--- config.mk ---
export PLATFORM = sky130hd
export DESIGN_NAME = stp_ctrl_regs
export DESIGN_NICKNAME = d
export VERILOG_FILES = /design/src/stp_pkg.sv /design/src/stp_ctrl_regs.sv /design/src/stp_spi_shift.sv
export VERILOG_INCLUDE_DIRS = /design/src
export SDC_FILE = /design/constraint.sdc
export NUM_CORES = 1
export LEC_CHECK = 0
export ABC_AREA = 1
export BUFFER_PORTS_ARGS = -buffer_cell sky130_fd_sc_hd__buf_2
export CAP_MARGIN = 10
export CORE_ASPECT_RATIO = 1.4
export CORE_UTILIZATION = 53
export CTS_BUF_LIST = sky130_fd_sc_hd__clkbuf_4 sky130_fd_sc_hd__clkbuf_8
export CTS_CLUSTER_DIAMETER = 50
export DETAILED_ROUTE_END_ITERATION = 12
export GPL_ROUTABILITY_DRIVEN = 0
export HOLD_SLACK_MARGIN = 0.08
export PLACE_DENSITY = 0.71
export SLEW_MARGIN = 20
export SYNTH_ARGS = -nofsm -noshare
export SYNTH_HDL_FRONTEND = slang
export SYNTH_SLANG_ARGS = --single-unit
--- constraint.sdc ---
create_clock -name sys_clk_in -period 3.5 [get_ports sys_clk_in]
set_clock_uncertainty 0.15 [all_clocks]
set_input_delay 0.175 -clock sys_clk_in [delete_from_list [all_inputs] [get_ports sys_clk_in]]
set_output_delay 0.175 -clock sys_clk_in [all_outputs]
set_load 0.03 [all_outputs]
--- src/stp_consts.svh ---
/*
 * Offsets, fields, resets, keys and timing counts of the stepper control block.
 * Assumes inclusion by bare name.
 */
//
// Contract
// - Register direction bit 1b forward, 0b reverse.
// - Register step write advances exactly one step.
// - Software step bit clears itself after write.
// - Direction source: 0b pin, 1b register bit.
// - Step source: 0b pin, 1b register bit.
// - Codes 0000b/0001b: full step, 100%/71% current.
// - 0010b non-circular half step; 0011b half step.
// - 0100b..1010b: 1/4..1/256; 1011b+ reserved.
// - Fault clear write clears all latched faults.
// - Fault clear bit returns to 0b itself.
// - 110b locks; only lock and clear writable.
// - Unlocked: other lock values leave state unchanged.
// - Writing 011b to lock field unlocks registers.
// - Locked: values other than 011b keep lock.
// - Deglitch select: 1b 2.2 us, 0b 1.2 us.
// - Overcurrent recovery: 0b latched, 1b auto-retry.
// - Overheat recovery: 0b latched, 1b auto-retry.
// - Warning report bit gates warnings onto fault output.
// - After undervoltage, clear or sleep pulse sets indicator.
`ifndef STP_CONSTS_SVH
`define STP_CONSTS_SVH

// ****************************************************************
// Register map
// ****************************************************************
`define STP_ADDR_STEP_SRC 6'h05
`define STP_ADDR_FAULT_LOCK 6'h06
`define STP_ADDR_DIAG 6'h03
`define STP_RST_STEP_SRC 8'h06
`define STP_RST_FAULT_LOCK 8'h38
`define STP_LOCK_KEY 3'h6
`define STP_UNLOCK_KEY 3'h3
`define STP_DIAG_POR_BIT 2

// ****************************************************************
// Resolution codes
// ****************************************************************
`define STP_RES_FULL_100 4'h0
`define STP_RES_FULL_71 4'h1
`define STP_RES_HALF_NC 4'h2
`define STP_RES_HALF 4'h3
`define STP_RES_QUARTER 4'h4
`define STP_RES_LAST 4'ha
`define STP_RES_LOG2_OFS 4'h2

// ****************************************************************
// Timing, in nanoseconds and derived clock cycles
// ****************************************************************
`define STP_CLK_PERIOD_NS 40
`define STP_DGL_LONG_NS 2200
`define STP_DGL_SHORT_NS 1200
`define STP_DGL_LONG_CYC ((`STP_DGL_LONG_NS + `STP_CLK_PERIOD_NS - 1) / `STP_CLK_PERIOD_NS)
`define STP_DGL_SHORT_CYC ((`STP_DGL_SHORT_NS + `STP_CLK_PERIOD_NS - 1) / `STP_CLK_PERIOD_NS)

// ****************************************************************
// Serial frame layout
// ****************************************************************
`define STP_SPI_LAST_HDR_BIT 4'h7
`define STP_SPI_LAST_BIT 4'hf

`endif

--- src/stp_pkg.sv ---
/*
 * Types of the stepper control block and its serial engine.
 * Assumes nothing of its surroundings.
 */
package stp_pkg;

   // One complete serial request.
   typedef struct packed {
      logic rd;
      logic [5:0] addr;
      logic [7:0] data;
   } stp_spi_req_t;

   // Step source and resolution register layout.
   typedef struct packed {
      logic dir;
      logic step;
      logic dir_src;
      logic step_src;
      logic [3:0] res;
   } stp_step_reg_t;

   // Fault handling and lock register layout.
   typedef struct packed {
      logic fault_clear;
      logic [2:0] lock;
      logic dgl_sel;
      logic oc_recovery;
      logic oh_recovery;
      logic warn_report;
   } stp_fault_reg_t;

   // Decoded resolution.
   typedef struct packed {
      logic [3:0] log2;
      logic reduced;
      logic noncirc;
      logic reserved;
   } stp_res_t;

   typedef enum logic [1:0] {SPI_IDLE, SPI_HDR, SPI_DATA, SPI_WAIT} stp_spi_state_t;

endpackage

--- src/stp_ctrl_regs.sv ---
/*
 * Stepper step, resolution, fault and lock registers with their outputs.
 * Assumes asynchronous pins and fault inputs
 * and a host that speaks the 16-bit serial frame.
 */
`timescale 1ns/1ps
`include "stp_consts.svh"

module stp_ctrl_regs
   import stp_pkg::*;
#(
   parameter int RETRY_CYC = 100
)
(
   input wire logic sys_clk_in,
   input wire logic rst_n_in,
   input wire logic ce_in,
   input wire logic spi_sclk_in,
   input wire logic spi_cs_n_in,
   input wire logic spi_sdi_in,
   output logic spi_sdo_out,
   output logic spi_sdo_oe_out,
   input wire logic step_pin_in,
   input wire logic dir_pin_in,
   input wire logic overcurrent_in,
   input wire logic overheat_in,
   input wire logic temp_warning_in,
   input wire logic vcc_uvlo_in,
   input wire logic sleep_reset_in,
   output logic step_pulse_out,
   output logic dir_forward_out,
   output logic [3:0] microstep_log2_out,
   output logic full_step_reduced_out,
   output logic half_noncircular_out,
   output logic res_reserved_out,
   output logic bridge_disable_out,
   output logic fault_out_n,
   output logic power_on_indicator_out,
   output logic locked_out
);

   // ****************************************************************
   // Resolution decode
   // ****************************************************************
   function automatic stp_res_t decode_res(input logic [3:0] code);
      stp_res_t r;
      r = '0;
      case (code)
         `STP_RES_FULL_100: r.log2 = 4'h0;
         `STP_RES_FULL_71: begin
            r.log2 = 4'h0;
            r.reduced = 1'b1;
         end
         `STP_RES_HALF_NC: begin
            r.log2 = 4'h1;
            r.noncirc = 1'b1;
         end
         `STP_RES_HALF: r.log2 = 4'h1;
         default: begin
            if (code >= `STP_RES_QUARTER && code <= `STP_RES_LAST) begin
               r.log2 = code - `STP_RES_LOG2_OFS;
            end else begin
               r.reserved = 1'b1;
            end
         end
      endcase
      return r;
   endfunction

   // ****************************************************************
   // Pin synchronisers
   // ****************************************************************
   localparam int NSYNC = 7;
   logic [NSYNC-1:0] pins;
   logic [NSYNC-1:0] sync1_ff;
   logic [NSYNC-1:0] sync2_ff;
   logic [NSYNC-1:0] sync3_ff;
   assign pins = {sleep_reset_in, vcc_uvlo_in, temp_warning_in, overheat_in,
                  overcurrent_in, dir_pin_in, step_pin_in};

   // Third stage only serves edge detection; stage one feeds stage two alone.
   genvar gi;
   generate
      for (gi = 0; gi < NSYNC; gi++) begin : g_sync
         always_ff @(posedge sys_clk_in or negedge rst_n_in) begin
            if (!rst_n_in) begin
               sync1_ff[gi] <= 1'b0;
               sync2_ff[gi] <= 1'b0;
               sync3_ff[gi] <= 1'b0;
            end else if (ce_in) begin
               sync1_ff[gi] <= pins[gi];
               sync2_ff[gi] <= sync1_ff[gi];
               sync3_ff[gi] <= sync2_ff[gi];
            end
         end
      end
   endgenerate

   logic step_rise, dir_s, oc_s, oh_s, warn_s, uvlo_s, sleep_rise;
   assign step_rise = sync2_ff[0] & ~sync3_ff[0];
   assign dir_s = sync2_ff[1];
   assign oc_s = sync2_ff[2];
   assign oh_s = sync2_ff[3];
   assign warn_s = sync2_ff[4];
   assign uvlo_s = sync2_ff[5];
   assign sleep_rise = sync2_ff[6] & ~sync3_ff[6];

   // ****************************************************************
   // Serial access
   // ****************************************************************
   logic [5:0] rd_addr;
   logic [7:0] rd_data;
   logic req_valid;
   stp_spi_req_t req;

   stp_spi_shift u_spi (
      .sys_clk_in(sys_clk_in),
      .rst_n_in(rst_n_in),
      .ce_in(ce_in),
      .sclk_in(spi_sclk_in),
      .cs_n_in(spi_cs_n_in),
      .sdi_in(spi_sdi_in),
      .rd_data_in(rd_data),
      .rd_addr_out(rd_addr),
      .sdo_out(spi_sdo_out),
      .sdo_oe_out(spi_sdo_oe_out),
      .req_valid_out(req_valid),
      .req_out(req)
   );

   // ****************************************************************
   // Registers
   // ****************************************************************
   stp_step_reg_t step_reg_ff, nxt_step_reg;
   stp_fault_reg_t fault_reg_ff, nxt_fault_reg;
   stp_fault_reg_t wr_fault;
   logic locked, wr_step, wr_fault_sel;
   logic por_ff, nxt_por;

   assign locked = (fault_reg_ff.lock == `STP_LOCK_KEY);
   assign wr_step = req_valid & ~req.rd & (req.addr == `STP_ADDR_STEP_SRC);
   assign wr_fault_sel = req_valid & ~req.rd & (req.addr == `STP_ADDR_FAULT_LOCK);
   assign wr_fault = stp_fault_reg_t'(req.data);

   // Self-clearing bits stand high one cycle after their write.
   always_comb begin
      nxt_step_reg = step_reg_ff;
      nxt_step_reg.step = 1'b0;
      nxt_fault_reg = fault_reg_ff;
      nxt_fault_reg.fault_clear = 1'b0;
      if (wr_step && !locked) begin
         nxt_step_reg = stp_step_reg_t'(req.data);
      end
      if (wr_fault_sel) begin
         nxt_fault_reg.fault_clear = wr_fault.fault_clear;
         if (!locked && wr_fault.lock == `STP_LOCK_KEY) begin
            nxt_fault_reg.lock = `STP_LOCK_KEY;
         end
         if (locked && wr_fault.lock == `STP_UNLOCK_KEY) begin
            nxt_fault_reg.lock = `STP_UNLOCK_KEY;
         end
         if (!locked) begin
            nxt_fault_reg.dgl_sel = wr_fault.dgl_sel;
            nxt_fault_reg.oc_recovery = wr_fault.oc_recovery;
            nxt_fault_reg.oh_recovery = wr_fault.oh_recovery;
            nxt_fault_reg.warn_report = wr_fault.warn_report;
         end
      end
      // An undervoltage that arrives with a clear wins, so it is never missed.
      if (uvlo_s) begin
         nxt_por = 1'b0;
      end else if (fault_reg_ff.fault_clear || sleep_rise) begin
         nxt_por = 1'b1;
      end else begin
         nxt_por = por_ff;
      end
   end

   // Register storage; the indicator starts low since power-up is an undervoltage.
   always_ff @(posedge sys_clk_in or negedge rst_n_in) begin
      if (!rst_n_in) begin
         step_reg_ff <= stp_step_reg_t'(`STP_RST_STEP_SRC);
         fault_reg_ff <= stp_fault_reg_t'(`STP_RST_FAULT_LOCK);
         por_ff <= 1'b0;
      end else if (ce_in) begin
         step_reg_ff <= nxt_step_reg;
         fault_reg_ff <= nxt_fault_reg;
         por_ff <= nxt_por;
      end
   end

   // Read mux; self-clearing bits always read back as zero.
   always_comb begin
      rd_data = 8'h00;
      if (rd_addr == `STP_ADDR_STEP_SRC) begin
         rd_data = {step_reg_ff.dir, 1'b0, step_reg_ff[5:0]};
      end else if (rd_addr == `STP_ADDR_FAULT_LOCK) begin
         rd_data = {1'b0, fault_reg_ff[6:0]};
      end else if (rd_addr == `STP_ADDR_DIAG) begin
         rd_data[`STP_DIAG_POR_BIT] = por_ff;
      end
   end

   // ****************************************************************
   // Fault detection
   // ****************************************************************
   logic [7:0] dgl_cnt_ff, nxt_dgl_cnt, dgl_limit;
   logic oc_qual;
   logic [$clog2(RETRY_CYC+1)-1:0] retry_ff, nxt_retry;
   logic oc_latch_ff, nxt_oc_latch, oh_latch_ff, nxt_oh_latch;

   assign dgl_limit = fault_reg_ff.dgl_sel ? 8'(`STP_DGL_LONG_CYC) : 8'(`STP_DGL_SHORT_CYC);
   assign oc_qual = (dgl_cnt_ff >= dgl_limit);

   // A new fault in the clear cycle keeps its latch set.
   always_comb begin
      nxt_dgl_cnt = oc_s ? (oc_qual ? dgl_cnt_ff : dgl_cnt_ff + 8'h01) : 8'h00;
      nxt_oc_latch = (oc_latch_ff & ~fault_reg_ff.fault_clear)
                     | (oc_qual & ~fault_reg_ff.oc_recovery);
      nxt_oh_latch = (oh_latch_ff & ~fault_reg_ff.fault_clear)
                     | (oh_s & ~fault_reg_ff.oh_recovery);
      if (oc_qual && fault_reg_ff.oc_recovery) begin
         nxt_retry = ($bits(retry_ff))'(RETRY_CYC);
      end else if (retry_ff != '0) begin
         nxt_retry = retry_ff - 1'b1;
      end else begin
         nxt_retry = retry_ff;
      end
   end

   // Fault state registers.
   always_ff @(posedge sys_clk_in or negedge rst_n_in) begin
      if (!rst_n_in) begin
         dgl_cnt_ff <= 8'h00;
         retry_ff <= '0;
         oc_latch_ff <= 1'b0;
         oh_latch_ff <= 1'b0;
      end else if (ce_in) begin
         dgl_cnt_ff <= nxt_dgl_cnt;
         retry_ff <= nxt_retry;
         oc_latch_ff <= nxt_oc_latch;
         oh_latch_ff <= nxt_oh_latch;
      end
   end

   // ****************************************************************
   // Outputs
   // ****************************************************************
   logic step_pulse_ff, nxt_step_pulse, dir_ff, nxt_dir;
   logic bridge_dis_ff, nxt_bridge_dis, fault_n_ff, nxt_fault_n, lock_ff;
   stp_res_t res_ff, nxt_res;

   // Auto-retry overheat holds the bridge off only while the condition lasts.
   always_comb begin
      nxt_step_pulse = step_reg_ff.step_src ? step_reg_ff.step : step_rise;
      nxt_dir = step_reg_ff.dir_src ? step_reg_ff.dir : dir_s;
      nxt_res = decode_res(step_reg_ff.res);
      nxt_bridge_dis = oc_latch_ff | (retry_ff != '0) | oh_latch_ff
                       | (oh_s & fault_reg_ff.oh_recovery);
      nxt_fault_n = ~(nxt_bridge_dis | (fault_reg_ff.warn_report & warn_s));
   end

   // Output registers; the fault output idles high.
   always_ff @(posedge sys_clk_in or negedge rst_n_in) begin
      if (!rst_n_in) begin
         step_pulse_ff <= 1'b0;
         dir_ff <= 1'b0;
         res_ff <= '0;
         bridge_dis_ff <= 1'b0;
         fault_n_ff <= 1'b1;
         lock_ff <= 1'b0;
      end else if (ce_in) begin
         step_pulse_ff <= nxt_step_pulse;
         dir_ff <= nxt_dir;
         res_ff <= nxt_res;
         bridge_dis_ff <= nxt_bridge_dis;
         fault_n_ff <= nxt_fault_n;
         lock_ff <= locked;
      end
   end

   assign step_pulse_out = step_pulse_ff;
   assign dir_forward_out = dir_ff;
   assign microstep_log2_out = res_ff.log2;
   assign full_step_reduced_out = res_ff.reduced;
   assign half_noncircular_out = res_ff.noncirc;
   assign res_reserved_out = res_ff.reserved;
   assign bridge_disable_out = bridge_dis_ff;
   assign fault_out_n = fault_n_ff;
   assign power_on_indicator_out = por_ff;
   assign locked_out = lock_ff;

endmodule // stp_ctrl_regs

--- src/stp_spi_shift.sv ---
/*
 * Serial slave engine: 16-bit frames in, read data out.
 * Assumes sclk idles low with phases of four or more system clocks.
 */
`timescale 1ns/1ps
`include "stp_consts.svh"

module stp_spi_shift
   import stp_pkg::*;
(
   input wire logic sys_clk_in,
   input wire logic rst_n_in,
   input wire logic ce_in,
   input wire logic sclk_in,
   input wire logic cs_n_in,
   input wire logic sdi_in,
   input wire logic [7:0] rd_data_in,
   output logic [5:0] rd_addr_out,
   output logic sdo_out,
   output logic sdo_oe_out,
   output logic req_valid_out,
   output stp_spi_req_t req_out
);

   // ****************************************************************
   // Pin synchronisers
   // ****************************************************************
   logic [2:0] pins;
   logic [2:0] sync1_ff;
   logic [2:0] sync2_ff;
   logic sclk_d_ff;
   assign pins = {sdi_in, cs_n_in, sclk_in};

   // Two stages per pin.
   genvar gi;
   generate
      for (gi = 0; gi < 3; gi++) begin : g_sync
         always_ff @(posedge sys_clk_in or negedge rst_n_in) begin
            if (!rst_n_in) begin
               sync1_ff[gi] <= 1'b0;
               sync2_ff[gi] <= 1'b0;
            end else if (ce_in) begin
               sync1_ff[gi] <= pins[gi];
               sync2_ff[gi] <= sync1_ff[gi];
            end
         end
      end
   endgenerate

   // ****************************************************************
   // Frame engine
   // ****************************************************************
   stp_spi_state_t state_ff, nxt_state;
   logic [3:0] cnt_ff, nxt_cnt;
   logic [14:0] rx_ff, nxt_rx;
   logic [7:0] tx_ff, nxt_tx;
   logic sdo_ff, nxt_sdo, oe_ff, nxt_oe, val_ff, nxt_val;
   stp_spi_req_t req_ff, nxt_req;
   logic rise, fall, cs_act, sdi_s;

   assign rise = sync2_ff[0] & ~sclk_d_ff;
   assign fall = ~sync2_ff[0] & sclk_d_ff;
   assign cs_act = ~sync2_ff[1];
   assign sdi_s = sync2_ff[2];
   assign rd_addr_out = {rx_ff[4:0], sdi_s};

   // Chip select high abandons a frame unwritten.
   always_comb begin
      nxt_state = state_ff;
      nxt_cnt = cnt_ff;
      nxt_rx = rx_ff;
      nxt_tx = tx_ff;
      nxt_sdo = sdo_ff;
      nxt_oe = oe_ff;
      nxt_val = 1'b0;
      nxt_req = req_ff;
      if (!cs_act) begin
         nxt_state = SPI_IDLE;
         nxt_oe = 1'b0;
         nxt_sdo = 1'b0;
      end else begin
         case (state_ff)
            SPI_IDLE: begin
               nxt_state = SPI_HDR;
               nxt_cnt = 4'h0;
               nxt_oe = 1'b1;
            end
            SPI_HDR: begin
               if (rise) begin
                  nxt_rx = {rx_ff[13:0], sdi_s};
                  nxt_cnt = cnt_ff + 4'h1;
                  if (cnt_ff == `STP_SPI_LAST_HDR_BIT) begin
                     nxt_tx = rd_data_in;
                     nxt_state = SPI_DATA;
                  end
               end
            end
            SPI_DATA: begin
               if (fall) begin
                  nxt_sdo = tx_ff[7];
                  nxt_tx = {tx_ff[6:0], 1'b0};
               end
               if (rise) begin
                  nxt_rx = {rx_ff[13:0], sdi_s};
                  nxt_cnt = cnt_ff + 4'h1;
                  if (cnt_ff == `STP_SPI_LAST_BIT) begin
                     nxt_val = 1'b1;
                     nxt_req = '{rd: rx_ff[13], addr: rx_ff[12:7], data: {rx_ff[6:0], sdi_s}};
                     nxt_state = SPI_WAIT;
                  end
               end
            end
            default: begin
               nxt_state = SPI_WAIT;
            end
         endcase
      end
   end

   // Registers of the frame engine.
   always_ff @(posedge sys_clk_in or negedge rst_n_in) begin
      if (!rst_n_in) begin
         state_ff <= SPI_IDLE;
         cnt_ff <= 4'h0;
         rx_ff <= 15'h0000;
         tx_ff <= 8'h00;
         sdo_ff <= 1'b0;
         oe_ff <= 1'b0;
         val_ff <= 1'b0;
         req_ff <= '0;
         sclk_d_ff <= 1'b0;
      end else if (ce_in) begin
         state_ff <= nxt_state;
         cnt_ff <= nxt_cnt;
         rx_ff <= nxt_rx;
         tx_ff <= nxt_tx;
         sdo_ff <= nxt_sdo;
         oe_ff <= nxt_oe;
         val_ff <= nxt_val;
         req_ff <= nxt_req;
         sclk_d_ff <= sync2_ff[0];
      end
   end

   assign sdo_out = sdo_ff;
   assign sdo_oe_out = oe_ff;
   assign req_valid_out = val_ff;
   assign req_out = req_ff;

endmodule // stp_spi_shift

Word-level counts from Yosys, hierarchy flattened

Cells that the tools add are included.

Register bits: 115
Bits of input ports: 13
Word-level logic and storage cells: 200

$add $sub $neg: 4
$lt $le $gt $ge: 3
Equality and inequality tests: 24
Muxes and demuxes: 46
Bitwise operators: 30
Reduce and logical (&&, ||, !) cells: 35

Operator list:

| kind                                                                     | number |
|---|---|
| 8-bit 2-to-1 mux                                                         | 7 |
| 6-bit by 3-bit == test with 1-bit output (second input constant)         | 4 |
| 7-bit 2-to-1 mux                                                         | 3 |
| 1-bit 2-to-1 mux                                                         | 19 |
| 4-bit 2-to-1 mux                                                         | 4 |
| 4-bit one-hot mux with 2 select lines                                    | 2 |
| 8-bit one-hot mux with 2 select lines                                    | 1 |
| 2-bit nonzero test                                                       | 8 |
| 1-bit bitwise AND                                                        | 13 |
| 2-bit 2-to-1 mux                                                         | 6 |
| 3-bit by 1-bit inequality test with 1-bit output (second input constant) | 4 |
| 1-bit inverter                                                           | 11 |
| 2-bit AND reduction                                                      | 5 |
| 5-bit AND reduction                                                      | 2 |
| 3-bit AND reduction                                                      | 3 |
| 8-bit by 1-bit adder with 8-bit output (second input constant)           | 1 |
| 4-bit by 2-bit == test with 1-bit output (second input constant)         | 2 |
| 8-bit by 6-bit greater-or-equal comparator with 1-bit output             | 1 |
| 2-bit by 1-bit inequality test with 1-bit output (second input constant) | 4 |
| 4-bit AND reduction                                                      | 2 |
| 7-bit nonzero test                                                       | 1 |
| 7-bit by 1-bit subtractor with 7-bit output (second input constant)      | 1 |
| 3-bit == test (second input constant)                                    | 2 |
| 6-bit by 2-bit == test with 1-bit output (second input constant)         | 1 |
| other kinds (23)                                                         | 35 |

Depth between registers and ports, before layout

Depth in word-level cells: 7
Depth in mapped cells: 13
Depth with buffers taken out: 13

Cells and area by module

From an unflattened synthesis, not the netlist that was laid out.

Cell total of the unflattened synthesis: 671
Area, all modules: 5,581.6 sq um

Modules (own cells, without submodules):

| module        | instances | cells each | area each (sq um) |
|---|---|---|---|
| stp_ctrl_regs | 1         | 390        | 3,123.0 |
| stp_spi_shift | 1         | 281        | 2,458.6 |

Worst setup path before layout

No wires, ideal clock.

Path kind: register to register
From: register fault_reg_ff[3] in the netlist's numbering
To: register retry_ff[3]
Library setup time: 0.117 ns
Arrival: 1.522 ns
Data required time: 3.233 ns
Path slack: 1.711 ns
Stages on the path, launching flop included: 12
Clock period less this slack: 1.789 ns
Cells stage by stage: dfstp_2 > inv_1 > ha_1 > nand2_1 > inv_1 > nand2_1 > nand2_1 > nand2_1 > nand2_1 > nand2_1 > nand2_1 > nand2_1

Cells in the longest elaborated chain, start to end: 5

Ends and longest elaborated chain:

| what                                                           | RTL line             | text |
|---|---|---|
| start: declaration                                             | stp_ctrl_regs.sv:135 | `stp_fault_reg_t fault_reg_ff, nxt_fault_reg;` |
| start signal: assignment                                       | stp_ctrl_regs.sv:183 | `` fault_reg_ff <= stp_fault_reg_t'(`STP_RST_FAULT_LOCK); `` |
| start signal: assignment                                       | stp_ctrl_regs.sv:187 | `fault_reg_ff <= nxt_fault_reg;` |
| 6-bit 2-to-1 mux *                                             | stp_ctrl_regs.sv:212 | `` assign dgl_limit = fault_reg_ff.dgl_sel ? 8'(`STP_DGL_LONG_CYC) : 8'(`STP_DGL_SHORT_CYC); `` |
| 8-bit by 6-bit greater-or-equal comparator with 1-bit output * | stp_ctrl_regs.sv:213 | `assign oc_qual = (dgl_cnt_ff >= dgl_limit);` |
| 1-bit logical AND *                                            | stp_ctrl_regs.sv:222 | `if (oc_qual && fault_reg_ff.oc_recovery) begin` |
| 2-bit nonzero test (no line)                                   | --                   |  |
| 2-bit AND reduction (no line)                                  | --                   |  |
| end signal: assignment                                         | stp_ctrl_regs.sv:240 | `retry_ff <= nxt_retry;` |
| end: declaration                                               | stp_ctrl_regs.sv:209 | `logic [$clog2(RETRY_CYC+1)-1:0] retry_ff, nxt_retry;` |

Every way passes the cells marked *; elsewhere a longest branch is shown, timed or not.
A chain may end at the register's enable or synchronous reset.

Final worst setup path

From: register u_spi.cnt_ff[0]
To: register u_spi.req_ff, in the netlist u_spi.req_out[1]

Cells in the longest elaborated chain, start to end: 2

Ends and longest elaborated chain:

| what                          | RTL line             | text |
|---|---|---|
| start: declaration            | stp_spi_shift.sv:54  | `logic [3:0] cnt_ff, nxt_cnt;` |
| start signal: assignment      | stp_spi_shift.sv:134 | `cnt_ff <= nxt_cnt;` |
| 4-bit == test (no line)       | --                   |  |
| 5-bit AND reduction (no line) | --                   |  |
| end signal: assignment        | stp_spi_shift.sv:140 | `req_ff <= nxt_req;` |
| end: declaration              | stp_spi_shift.sv:58  | `stp_spi_req_t req_ff, nxt_req;` |

No other way between the ends.

==> results.sh <==
export IMPL_drt_vias_per_instance=5.05
export IMPL_cp_slowest_stage_delay_ps=730
export IMPL_fin_crit_sh_pct=66.5
export IMPL_worst_pin_slew_ps=1030
export IMPL_crit_buf_inv=0
export IMPL_worst_slack_ps=1170
export IMPL_cp_common_cell="nand3_1"
export IMPL_cts_clk_slew_worst_paths_ps=70
export IMPL_num_io_pins=28
export IMPL_die_x_um=86.2
export IMPL_async_reset_ff_share_pct=100
export IMPL_nFillCells=838
export IMPL_final_util_pct=63.3
export IMPL_setup_worst_path_start="u_spi.cnt_ff[0]"
export IMPL_regToRegStartpoint="u_spi.cnt_ff[0]"
export IMPL_maxSlewViolCount=0
export IMPL_fmax_mhz=430
export IMPL_worst_slew_margin_rel_pct=31.0
export IMPL_seqPwrFrac_pct=46.4
export IMPL_setup_viol=0
export IMPL_post_place_ws_ps=1240
export IMPL_netSwitchingFraction_pct=27.7
export IMPL_synth_fp_nets=653
export IMPL_cts_tree="done"
export IMPL_wire_per_inst_um=13.3
export IMPL_powerDensity_nw_per_um2=539
export IMPL_p_sw_w=0.000903
export IMPL_grt_pass1_wl_mm=18.1
export IMPL_yosysWarnings=0
export IMPL_outcome="complete, no violations"
export IMPL_die_area_um2=10300
export IMPL_core_um2=9560
export IMPL_cts_root_buf="clkbuf_8"
export IMPL_required_ps=3670
export IMPL_power_share_clock_pct=39.9
export IMPL_grt_overflow_total=0
export IMPL_grt_max_degree=66
export IMPL_grt_pass1_vias=4020
export IMPL_cts_buffers=17
export IMPL_synth_main_ff_cell="dfrtp_1"
export IMPL_period_minus_slack_ps=2330
export IMPL_synthCells=627
export IMPL_power_leakage_nw=3.02
export IMPL_hpwlAfterDp_mm=7.27
export IMPL_avgSynthCellArea_um2=8.39
export IMPL_first_iter_violations=250
export IMPL_top_usage_layer="met2"
export IMPL_worstHoldStart="ce_in"
export IMPL_use_met1_pct=26.2
export IMPL_cp_arrival_ps=2490
export IMPL_max_cap_viol_count=0
export IMPL_row_count=42
export IMPL_hold_viol=0
export IMPL_drcViolationCount=0
export IMPL_syn_cell_area_um2=5260
export IMPL_cpLargestDelayFamily="simple AND/OR/NAND/NOR gates"
export IMPL_drt_first_pass_iters=5
export IMPL_antenna_found_initial=0
export IMPL_antenna_left=0
export IMPL_synth_edf_count=0
export IMPL_die_h_um=120
export IMPL_routed_wl_mm=10.9
export IMPL_post_cts_resized=0
export IMPL_seq_area_frac_synth_pct=54.3
export IMPL_cp_end_kind="flop"
export IMPL_crit_path_start_kind="flop"
export IMPL_grt_use_total_pct=23.2
export IMPL_r2r_slack_ps=1170
export IMPL_grt_use_met3_pct=6.26
export IMPL_clk_latency_ps=440
export IMPL_htreeDepth=4
export IMPL_cts_max_path_buffers=2
export IMPL_internal_power_w=0.00236
export IMPL_drive_above_1_share_pct=12.0
export IMPL_rsz0062_at_grt="no"
export IMPL_combPwrFrac_pct=13.8
export IMPL_initial_core_util_pct=55.0
export IMPL_path_cells="ha_1, nand3_1, nor2_1, nand3_1, o21ai_0"
export IMPL_p_total_w=0.00326
export IMPL_diodes=0
export IMPL_ys_types=32
export IMPL_ir_drop_mv=0.350
export IMPL_cp_slowest_cell="nand3_1"
export IMPL_hp_class="in -> reg"
export IMPL_vias=4116
export IMPL_use_met2_pct=40.3
export IMPL_worst_setup_path_type="reg -> reg"
export IMPL_cts_hold_buffers=11
export IMPL_postCtsSetupBuffers=0
export IMPL_crit_fanout=31
export IMPL_synth_seq_cells=114
export IMPL_port_buffers=27
export IMPL_nets=696
export IMPL_cts_sinks=114
export IMPL_tns_ps=0
export IMPL_syn2layout_area_growth_pct=15.0
[worst paths after layout]
kind                                               to  cells past startpoint
worst min-delay path                      fault_out_n                      4
worst max register to register       u_spi.req_out[1]                      5
worst min register to register      u_spi.sync1_ff[2]                      2
max in group asynchronous             fault_reg_ff[4]                      3
worst max-delay path                 u_spi.req_out[1]                      5
min in group asynchronous       microstep_log2_out[3]                      2
[final cells by class]
type | instances | area (um^2) | area share, %
clock buffer | 22 | 297 | 4.90
clock inverter | 10 | 130 | 2.15
multi-input combinational | 413 | 2020 | 33.3
tap | 132 | 165 | 2.73
timing repair buffer | 42 | 278 | 4.59
inverter | 82 | 308 | 5.09
sequential | 114 | 2860 | 47.2
[cell usage after synthesis (all sizes together), types with 2 or more instances]
cell type	n	area [um^2]
xor2	5	43.8
dfstp	5	131
nor4	2	27.5
inv	82	308
dfrtp	109	2730
xnor2	4	35.0
nand4	13	87.6
a21oi	8	40.0
buf	8	42.5
ha	13	163
nand2	198	743
o211ai	4	30.0
nand3b	3	22.5
nand3	29	150
nor3	5	25.0
nor2	41	161
clkbuf	10	37.5
o22ai	3	18.8
o21ai	80	430
[layout by cell type, fill, tap and decap left out, types with 12 or more instances in the layout]
cell	synthesis	final
buf_2	4	26
clkbuf_8	0	21
dfrtp_1	109	109
ha_1	13	13
inv_1	80	80
nand2_1	198	198
nand3_1	28	28
nand4_1	12	12
nor2_1	40	40
o21ai_0	72	72
[kinds of logic (layout without fill, tap and decap cells)]
logic type	after synthesis	count (layout)	share of synthesized area, %
buffers and inverters	100	156	7.37
adders and majority gates	13	13	3.09
xor gates and xnor gates	9	9	1.50
DFF	114	114	54.3
and+or+nand+nor	292	292	23.3
AOI/OAI and AO/OA	99	99	10.5
[registers in the layout (all words and copies together) (netlist names), 2 cells and up]
| register | cells |
|---|---|
| step_reg_ff | 8 |
| microstep_log2_out | 4 |
| sync2_ff | 2 |
| u_spi.cnt_ff | 4 |
| u_spi.sync1_ff | 3 |
| u_spi.state_ff | 2 |
| u_spi.rx_ff | 14 |
| dgl_cnt_ff | 8 |
| u_spi.tx_ff | 8 |
| fault_reg_ff | 7 |
| retry_ff | 7 |
| sync1_ff | 7 |
| u_spi.req_out | 15 |
| u_spi.sync2_ff | 2 |
| sync3_ff | 2 |
[through the flow]
stage	cell area [um^2]	hold WS, ps	cells
after floorplan	5260	-271	627
after global placement	5520	174	772
after detailed placement	5520	177	772
after CTS	6050	130	815
after global routing	6050	153	815
final	6050	138	815
[power by group through the flow]
stage	combinational [W]	sequential [W]	clock, W
after floorplan	0.000285	0.00154	0
final	0.000450	0.00151	0.00130
after detailed placement	0.000437	0.00153	0
after global routing	0.000518	0.00153	0.00138
after global placement	0.000423	0.00153	0
after CTS	0.000453	0.00151	0.00132
[metal layers]
metal,part of all wire (%),up-vias
met5,0,-
met4,2.6,0
met3,3.2,17
met2,53,60
met1,42,1950
li1,-,2089
[worst register-to-register path, delay by kind of cell (launching register included)]
kind                     cells  cell delay (ps)
flip-flops                   1              380
adder cells (fa/ha/maj)      1              230
AND/OR/NAND/NOR              3              940
AO/OA/AOI/OAI                1              490
Note: power is estimated with default switching activity, not from simulation.
